==> src/core/rmps_defines.vh <==
// Register offsets, field positions, reset values and protocol encodings
`ifndef RMPS_DEFINES_VH
`define RMPS_DEFINES_VH

// Register offsets on the host register port
`define RMPS_ADDR_W          5
`define RMPS_OFS_CHIP_MODE   5'h00
`define RMPS_OFS_PROTO_SEL   5'h01

// Reset values
`define RMPS_RST_CHIP_MODE   8'h01
`define RMPS_RST_PROTO_SEL   8'h02
`define RMPS_RDATA_UNMAPPED  8'h00

// Chip mode control fields
`define RMPS_CM_STANDBY      7
`define RMPS_CM_DIRECT       6
`define RMPS_CM_FIELD_EN     5
`define RMPS_CM_HALF_PWR     4
`define RMPS_CM_AUX_IN       3
`define RMPS_CM_RESERVED     2
`define RMPS_CM_FORCE_RX     1
`define RMPS_CM_SUPPLY       0

// Protocol select fields
`define RMPS_PS_NO_CRC       7
`define RMPS_PS_DIR_VAR      6
`define RMPS_PS_READER_MODE  5
`define RMPS_PS_CODE_HI      4
`define RMPS_PS_CODE_LO      0

// Protocol family encodings
`define RMPS_FAM_W           3
`define RMPS_FAM_VIC_SINGLE  3'h0
`define RMPS_FAM_VIC_DOUBLE  3'h1
`define RMPS_FAM_PROX_A      3'h2
`define RMPS_FAM_PROX_B      3'h3
`define RMPS_FAM_PROPRIETARY 3'h4
`define RMPS_FAM_RESERVED    3'h7

// Protocol code groups (upper code bits) and two full 5-bit codes
`define RMPS_GRP_VIC_SINGLE  3'h0
`define RMPS_GRP_VIC_DOUBLE  3'h1
`define RMPS_GRP_PROX_A      3'h2
`define RMPS_GRP_PROX_B      3'h3
`define RMPS_CODE_PROP_LOW   5'h1a
`define RMPS_CODE_PROP_HIGH  5'h1b

// Receive rate select encodings for proprietary protocol
`define RMPS_RATE_212        2'h1
`define RMPS_RATE_424        2'h2

`endif

==> src/core/rmps_proto_decode.v <==
// Protocol code decoder: family, receive rate and coding from a 5-bit code
`timescale 1ns/1ps
`include "rmps_defines.vh"

module rmps_proto_decode (
	input  wire [4:0] i_code,
	output reg  [2:0] o_family,
	output reg  [1:0] o_rx_rate,
	output reg        o_coding_256,
	output reg        o_reserved
);

	// Upper three bits pick the group, lower two pick rate or coding
	wire [2:0] grp;
	assign grp = i_code[4:2];

	// Pure decode; the top registers the results
	always @* begin
		o_family     = `RMPS_FAM_RESERVED;
		o_rx_rate    = 2'h0;
		o_coding_256 = 1'b0;
		o_reserved   = 1'b0;
		if (grp == `RMPS_GRP_VIC_SINGLE) begin
			// Bit 1 high rate, bit 0 one-of-256
			o_family     = `RMPS_FAM_VIC_SINGLE;
			o_rx_rate    = {1'b0, i_code[1]};
			o_coding_256 = i_code[0];
		end else if (grp == `RMPS_GRP_VIC_DOUBLE) begin
			// Double subcarrier, same bit meaning
			o_family     = `RMPS_FAM_VIC_DOUBLE;
			o_rx_rate    = {1'b0, i_code[1]};
			o_coding_256 = i_code[0];
		end else if (grp == `RMPS_GRP_PROX_A) begin
			// 106/212/424/848 ascending
			o_family  = `RMPS_FAM_PROX_A;
			o_rx_rate = i_code[1:0];
		end else if (grp == `RMPS_GRP_PROX_B) begin
			// 106/212/424/848 ascending
			o_family  = `RMPS_FAM_PROX_B;
			o_rx_rate = i_code[1:0];
		end else if (i_code == `RMPS_CODE_PROP_LOW) begin
			// Proprietary protocol at 212 kbps
			o_family  = `RMPS_FAM_PROPRIETARY;
			o_rx_rate = `RMPS_RATE_212;
		end else if (i_code == `RMPS_CODE_PROP_HIGH) begin
			// Proprietary protocol at 424 kbps
			o_family  = `RMPS_FAM_PROPRIETARY;
			o_rx_rate = `RMPS_RATE_424;
		end else begin
			// Unlisted code: flagged, no protocol behaviour
			o_reserved = 1'b1;
		end
	end

endmodule

==> src/core/rmps_top.v <==
// Reader mode and protocol select register bank with decoded controls
`timescale 1ns/1ps
`include "rmps_defines.vh"

module rmps_top #(
	parameter ADDR_W = `RMPS_ADDR_W
) (
	input  wire              I_CLK,
	input  wire              I_RST,
	input  wire              I_CHIP_EN,
	input  wire              I_WR_EN,
	input  wire              I_RD_EN,
	input  wire [ADDR_W-1:0] I_ADDR,
	input  wire [7:0]        I_WDATA,
	output reg  [7:0]        O_RDATA,
	output reg               O_RDATA_VALID,
	output reg               O_STANDBY,
	output reg               O_DIRECT_ACTIVE,
	output reg               O_DIRECT_MODE1,
	output reg               O_TX_ENABLE,
	output reg               O_RX_ENABLE,
	output reg               O_TX_OSC_ENABLE,
	output reg               O_TX_HALF_POWER,
	output reg               O_AUX_INPUT_SEL,
	output reg               O_SUPPLY_5V,
	output reg               O_NO_RX_CRC,
	output reg [2:0]         O_PROTO_FAMILY,
	output reg [1:0]         O_RX_RATE_SEL,
	output reg               O_CODING_256,
	output reg               O_DOUBLE_SUBCARRIER,
	output reg               O_PROTO_RESERVED,
	output reg               O_OPTION_RELOAD
);

	// Stored register contents
	reg  [7:0] chip_mode_control;
	reg  [7:0] protocol_select_reg;

	// Write strobes per register
	wire       wr_chip_mode;
	wire       wr_proto_sel;
	wire       rst_any;

	// Next values seen by the output flops
	reg  [7:0] next_chip_mode;
	reg  [7:0] next_proto_sel;
	reg  [7:0] next_rdata;

	// Decoder results for the next protocol code
	wire [2:0] dec_family;
	wire [1:0] dec_rx_rate;
	wire       dec_coding_256;
	wire       dec_reserved;

	// Reset image of chip mode; only the standby output reset value is taken from it
	localparam [7:0] rst_chip_mode = `RMPS_RST_CHIP_MODE;

	// Chip enable low acts as a reset of both registers
	assign rst_any = I_RST | ~I_CHIP_EN;

	// Address decode for writes
	assign wr_chip_mode = I_WR_EN & (I_ADDR == `RMPS_OFS_CHIP_MODE);
	assign wr_proto_sel = I_WR_EN & (I_ADDR == `RMPS_OFS_PROTO_SEL);

	// Next register contents; reserved bit 2 is never stored
	always @* begin
		next_chip_mode = chip_mode_control;
		next_proto_sel = protocol_select_reg;
		if (wr_chip_mode) begin
			next_chip_mode = I_WDATA;
			next_chip_mode[`RMPS_CM_RESERVED] = 1'b0;
		end
		if (wr_proto_sel) begin
			// Bit 5 kept as written; host owns keeping it zero
			next_proto_sel = I_WDATA;
		end
	end

	// Decode the code that will be stored, so outputs track in one cycle
	rmps_proto_decode u_decode (
		.i_code       (next_proto_sel[`RMPS_PS_CODE_HI:`RMPS_PS_CODE_LO]),
		.o_family     (dec_family),
		.o_rx_rate    (dec_rx_rate),
		.o_coding_256 (dec_coding_256),
		.o_reserved   (dec_reserved)
	);

	// Register storage with reset values
	always @(posedge I_CLK) begin
		if (rst_any) begin
			chip_mode_control   <= `RMPS_RST_CHIP_MODE;
			protocol_select_reg <= `RMPS_RST_PROTO_SEL;
		end else begin
			chip_mode_control   <= next_chip_mode;
			protocol_select_reg <= next_proto_sel;
		end
	end

	// Read mux; unmapped addresses read as zero
	always @* begin
		if (I_ADDR == `RMPS_OFS_CHIP_MODE) begin
			next_rdata = chip_mode_control;
		end else if (I_ADDR == `RMPS_OFS_PROTO_SEL) begin
			next_rdata = protocol_select_reg;
		end else begin
			next_rdata = `RMPS_RDATA_UNMAPPED;
		end
	end

	// Read answer one cycle after the strobe, held until next read
	always @(posedge I_CLK) begin
		if (rst_any) begin
			O_RDATA       <= `RMPS_RDATA_UNMAPPED;
			O_RDATA_VALID <= 1'b0;
		end else begin
			O_RDATA_VALID <= I_RD_EN;
			if (I_RD_EN) begin
				O_RDATA <= next_rdata;
			end
		end
	end

	// Chip mode controls, driven from the next value for equal latency
	always @(posedge I_CLK) begin
		if (rst_any) begin
			O_STANDBY       <= rst_chip_mode[`RMPS_CM_STANDBY];
			O_DIRECT_ACTIVE <= 1'b0;
			O_TX_ENABLE     <= 1'b0;
			O_RX_ENABLE     <= 1'b0;
			O_TX_OSC_ENABLE <= 1'b0;
			O_TX_HALF_POWER <= 1'b0;
			O_AUX_INPUT_SEL <= 1'b0;
			O_SUPPLY_5V     <= 1'b1;
		end else begin
			O_STANDBY       <= next_chip_mode[`RMPS_CM_STANDBY];
			O_DIRECT_ACTIVE <= next_chip_mode[`RMPS_CM_DIRECT];
			// Transmitter follows the field bit only
			O_TX_ENABLE     <= next_chip_mode[`RMPS_CM_FIELD_EN];
			// Forced receive overrides the field bit
			O_RX_ENABLE     <= next_chip_mode[`RMPS_CM_FORCE_RX] |
			                   next_chip_mode[`RMPS_CM_FIELD_EN];
			O_TX_OSC_ENABLE <= next_chip_mode[`RMPS_CM_FORCE_RX] |
			                   next_chip_mode[`RMPS_CM_FIELD_EN];
			O_TX_HALF_POWER <= next_chip_mode[`RMPS_CM_HALF_PWR];
			O_AUX_INPUT_SEL <= next_chip_mode[`RMPS_CM_AUX_IN];
			O_SUPPLY_5V     <= next_chip_mode[`RMPS_CM_SUPPLY];
		end
	end

	// Direct mode 1 only when direct access set with variant bit high
	always @(posedge I_CLK) begin
		if (rst_any) begin
			O_DIRECT_MODE1 <= 1'b0;
		end else begin
			// Variant is read live; host orders the writes
			O_DIRECT_MODE1 <= next_chip_mode[`RMPS_CM_DIRECT] &
			                  next_proto_sel[`RMPS_PS_DIR_VAR];
		end
	end

	// Protocol controls; reset state matches code 0x02
	always @(posedge I_CLK) begin
		if (rst_any) begin
			O_NO_RX_CRC         <= 1'b0;
			O_PROTO_FAMILY      <= `RMPS_FAM_VIC_SINGLE;
			O_RX_RATE_SEL       <= 2'h1;
			O_CODING_256        <= 1'b0;
			O_DOUBLE_SUBCARRIER <= 1'b0;
			O_PROTO_RESERVED    <= 1'b0;
		end else begin
			O_NO_RX_CRC         <= next_proto_sel[`RMPS_PS_NO_CRC];
			O_PROTO_FAMILY      <= dec_family;
			// Receive rate only; transmit rate lives elsewhere
			O_RX_RATE_SEL       <= dec_rx_rate;
			O_CODING_256        <= dec_coding_256;
			O_DOUBLE_SUBCARRIER <= (dec_family == `RMPS_FAM_VIC_DOUBLE);
			O_PROTO_RESERVED    <= dec_reserved;
		end
	end

	// Reload pulse on every protocol write, even the same code
	always @(posedge I_CLK) begin
		if (rst_any) begin
			O_OPTION_RELOAD <= 1'b0;
		end else begin
			O_OPTION_RELOAD <= wr_proto_sel;
		end
	end

endmodule

==> config.mk <==
export PLATFORM = sky130hd
export DESIGN_NAME = rmps_top
export DESIGN_NICKNAME = d
export VERILOG_FILES = /design/src/core/rmps_proto_decode.v /design/src/core/rmps_top.v
export VERILOG_INCLUDE_DIRS = /design/src /design/src/core
export SDC_FILE = /design/constraint.sdc
export NUM_CORES = 1
export LEC_CHECK = 0
export BUFFER_PORTS_ARGS = -buffer_cell sky130_fd_sc_hd__buf_2
export CAP_MARGIN = 20
export CELL_PAD_IN_SITES_DETAIL_PLACEMENT = 1
export CELL_PAD_IN_SITES_GLOBAL_PLACEMENT = 1
export CORE_MARGIN = 10
export CORE_UTILIZATION = 36
export DETAILED_ROUTE_END_ITERATION = 6
export GPL_TIMING_DRIVEN = 0
export PLACE_DENSITY = 0.83
export SLEW_MARGIN = 20
export SYNTH_ARGS = -nofsm -noshare
export SYNTH_HDL_FRONTEND = slang
export SYNTH_SLANG_ARGS = --single-unit
==> constraint.sdc <==
create_clock -name I_CLK -period 1.3 [get_ports I_CLK]
set_clock_uncertainty 0.05 [all_clocks]
set_input_delay 0.065 -clock I_CLK [delete_from_list [all_inputs] [get_ports I_CLK]]
set_output_delay 0.065 -clock I_CLK [all_outputs]
set_load 0.005 [all_outputs]
==> flow_summary.json <==
{
  "setup_tns_ns": 0,
  "grt_first_pass_wirelength_um": 7290,
  "p_comb_share_pct": 6.4,
  "die_w_um": 83.7,
  "io_buffers": 44,
  "ant_nets": 0,
  "fin_cells": 271,
  "hold_viol": 0,
  "slew_viol_final": 0,
  "synthTopCellsByArea": "dfxtp_1 (47%), mux2i_1 (8.9%), nand2_1 (5.7%)",
  "dr_wl_met3_um": 264,
  "worst_pin_slew_ns": 0.629,
  "finalCritPeriodShare_pct": 93.0,
  "p_switching_uw": 477,
  "largest_register_ffs": 8,
  "ys_ff_latch": 34,
  "rows": 23,
  "yosys.area_share.simple_pct": 23.8,
  "status": "complete, no violations",
  "min_path_type": "primary input to flip-flop",
  "synthAdderAreaFrac_pct": 0,
  "synth_nets": 186,
  "setup_violations": 0,
  "viasPerCell": 5.19,
  "grt_use_total_pct": 12.4,
  "drtPass1Iterations": 4,
  "crit_family": "simple AND/OR/NAND/NOR gates",
  "p_per_area_nw_per_um2": 1140,
  "p_int_uw": 1660,
  "syn_inst": 168,
  "h-tree-depth": 2,
  "antenna_found_initial": 0,
  "crit_start": "protocol_select_reg[2]$_SDFF_PP0_",
  "synth_top_cell_area_share_pct": 46.7,
  "timing.rr.start": "protocol_select_reg[2]$_SDFF_PP0_",
  "path_clk_slew_ns": 0.07,
  "dieArea_um2": 7000,
  "area_growth_pct": 28.1,
  "ys_seq_area_share_pct": 46.7,
  "cts_max_path_buffers": 2,
  "wl_met1_um": 1920,
  "top_layer_used": "met4",
  "synth_xor_area_share_pct": 0,
  "p_clk_share_pct": 44.7,
  "p_total_uw": 2140,
  "cts-root-buf": "clkbuf_8",
  "drtIter0Drc": 48,
  "start_util_pct": 36.7,
  "wire_per_inst_um": 16.2,
  "post_synth_num_cell_types": 34,
  "synthMuxAreaShare_pct": 8.92,
  "place.gp.congestion": 0.827,
  "fmax_ghz": 0.827,
  "critPathKind": "flip-flop to flip-flop",
  "slew_headroom_pct": 58.1,
  "hp-start": "I_WDATA[5]",
  "num-nets-final": 238,
  "syn_avg_cell_area_um2": 8.68,
  "grt_pass1_vias": 1499,
  "yosysWarnings": 0,
  "post_cts.repair.setup_buffers": 0,
  "crit_buf_inv": 0,
  "io_pins": 46,
  "synth_compound_area_share_pct": 15.7,
  "mappedNetlistArea_um2": 1460,
  "ir_drop_uv": 625,
  "drc": 0,
  "antenna_cells": 0,
  "grt_max_degree": 12,
  "cts_tree": "yes",
  "drive_gt1_share_pct": 28.1,
  "clock_sinks": 34,
  "min_period_ns": 1.21,
  "p_sw_share_pct": 22.3,
  "vias": 1406,
  "endpoint_kind": "flip-flop",
  "worstPathRequired_ns": 1.46,
  "met2WireLength_um": 2120,
  "dieHeight_um": 83.7,
  "cap_viol_max_count": 0,
  "setup_ws_ns": 0.0910,
  "synth_top_family_by_area": "simple AND/OR/NAND/NOR gates",
  "arrival_ns": 1.37,
  "totalWireLength_um": 4400,
  "gr-total-overflow": 0,
  "pwr-share-seq_pct": 48.9,
  "grt_setup_unrepaired": "no",
  "yosys.area.top_type": "dfxtp_1",
  "start_kind": "flip-flop",
  "crit_fanout": 7,
  "max_stage_delay_ns": 0.37,
  "post-place-cells": 262,
  "clkLatencyLatePin_ns": 0.29,
  "leakagePower_uw": 0.000760,
  "cts_buffers": 5,
  "place_hpwl_um": 3270,
  "cp_slowest_cell": "dfxtp_1",
  "coreArea_um2": 3970,
  "pre_cts_ws_ns": -0.170,
  "r2r_slack_ns": 0.09,
  "cp_cell_sequence": "nand2b_1, nor3b_1, o21ai_1, a32oi_1"
}
metrics by stage:
step,utilization (%),instance area [um2],hold WS (ns)
after floorplan,-,1460,0.136
after global placement,43.9,1740,0.270
after detailed placement,43.9,1740,0.278
after CTS,47.0,1870,0.00372
after global routing,47.1,1870,0.00659
final,47.1,1870,0.00163
power by group through the flow:
| stage | registers, uW | logic, uW | clock network (uW) |
|---|---|---|---|
| CTS | 1050 | 137 | 979 |
| finish | 1050 | 136 | 957 |
| detailed placement | 1070 | 132 | 0 |
| global route | 1050 | 152 | 1020 |
| global placement | 1070 | 130 | 0 |
| floorplan | 1070 | 68.0 | 0 |
layout by cell type (no fill, tap or decap), types with 5 or more instances in the layout:
master	netlist	final
buf_2	3	47
dfxtp_1	34	33
nand2_1	22	22
nor2_1	20	20
a21oi_1	16	16
mux2i_1	13	13
a2bb2oi_1	8	8
nand2b_1	5	5
clkbuf_1	7	5
clkbuf_8	0	5
repair_timing:
item	CTS	global route
setup endpoints to repair	1	3
hold endpoints to repair	3	0
resized for setup	1	2
hold buffers	2	0
synth_stat cells, drive strengths merged:
cell      n
or4       1
a211oi    4
a32oi     1
nand3b    2
a21oi    16
o211ai    2
nand2    22
a31oi     1
or2       1
nand3     4
o221ai    1
nand4     1
nor3      4
nor4bb    1
dfxtp    34
nand2b    5
a2bb2oi   8
and2      1
and4bb    1
nor3b     2
nand4b    1
buf       7
mux2i    13
inv       1
clkbuf    7
nor2b     2
o21ai     2
nor2     21
or3       1
nor4      1
final timing paths:
check,end,depth (start not counted)
worst max-delay path,O_RX_RATE_SEL[0]$_SDFF_PP1_,4
worst min-delay path,chip_mode_control[5]$_SDFF_PP0_,3
worst max register to register,O_RX_RATE_SEL[0]$_SDFF_PP1_,4
worst min register to register,protocol_select_reg[7]$_SDFFE_PP0P_,2
metal layers:
layer  vias to the layer above  track usage (%)
li1                        692                -
met1                       669             13.6
met5                         -                0
met2                        37             21.2
met3                         8             4.30
met4                         0             4.87
worst reg2reg max path, stage by stage, from the launching register on:
cell and delay, ns:
dfxtp_1 0.37, nand2b_1 0.19, nor3b_1 0.22, o21ai_1 0.12
a32oi_1 0.18
cells by family (layout without fill, tap and decap cells):
kind of cell	after synthesis	in the layout
buffers and inverters	15	68
flip-flops	34	34
AND/OR/NAND/NOR	71	71
AO/OA/AOI/OAI	35	35
multiplexers	13	13
area by class of cell:
class	count	area (um2)
multi-input cells	119	707
fillers	493	2100
clock buffers	5	68.8
flip-flops and latches	34	682
repair buffers	46	240
inverters	1	3.75
clock inverters	3	40.0
plain buffers	13	65.1
well taps	50	62.6
Power figures use the tool's default switching activity.
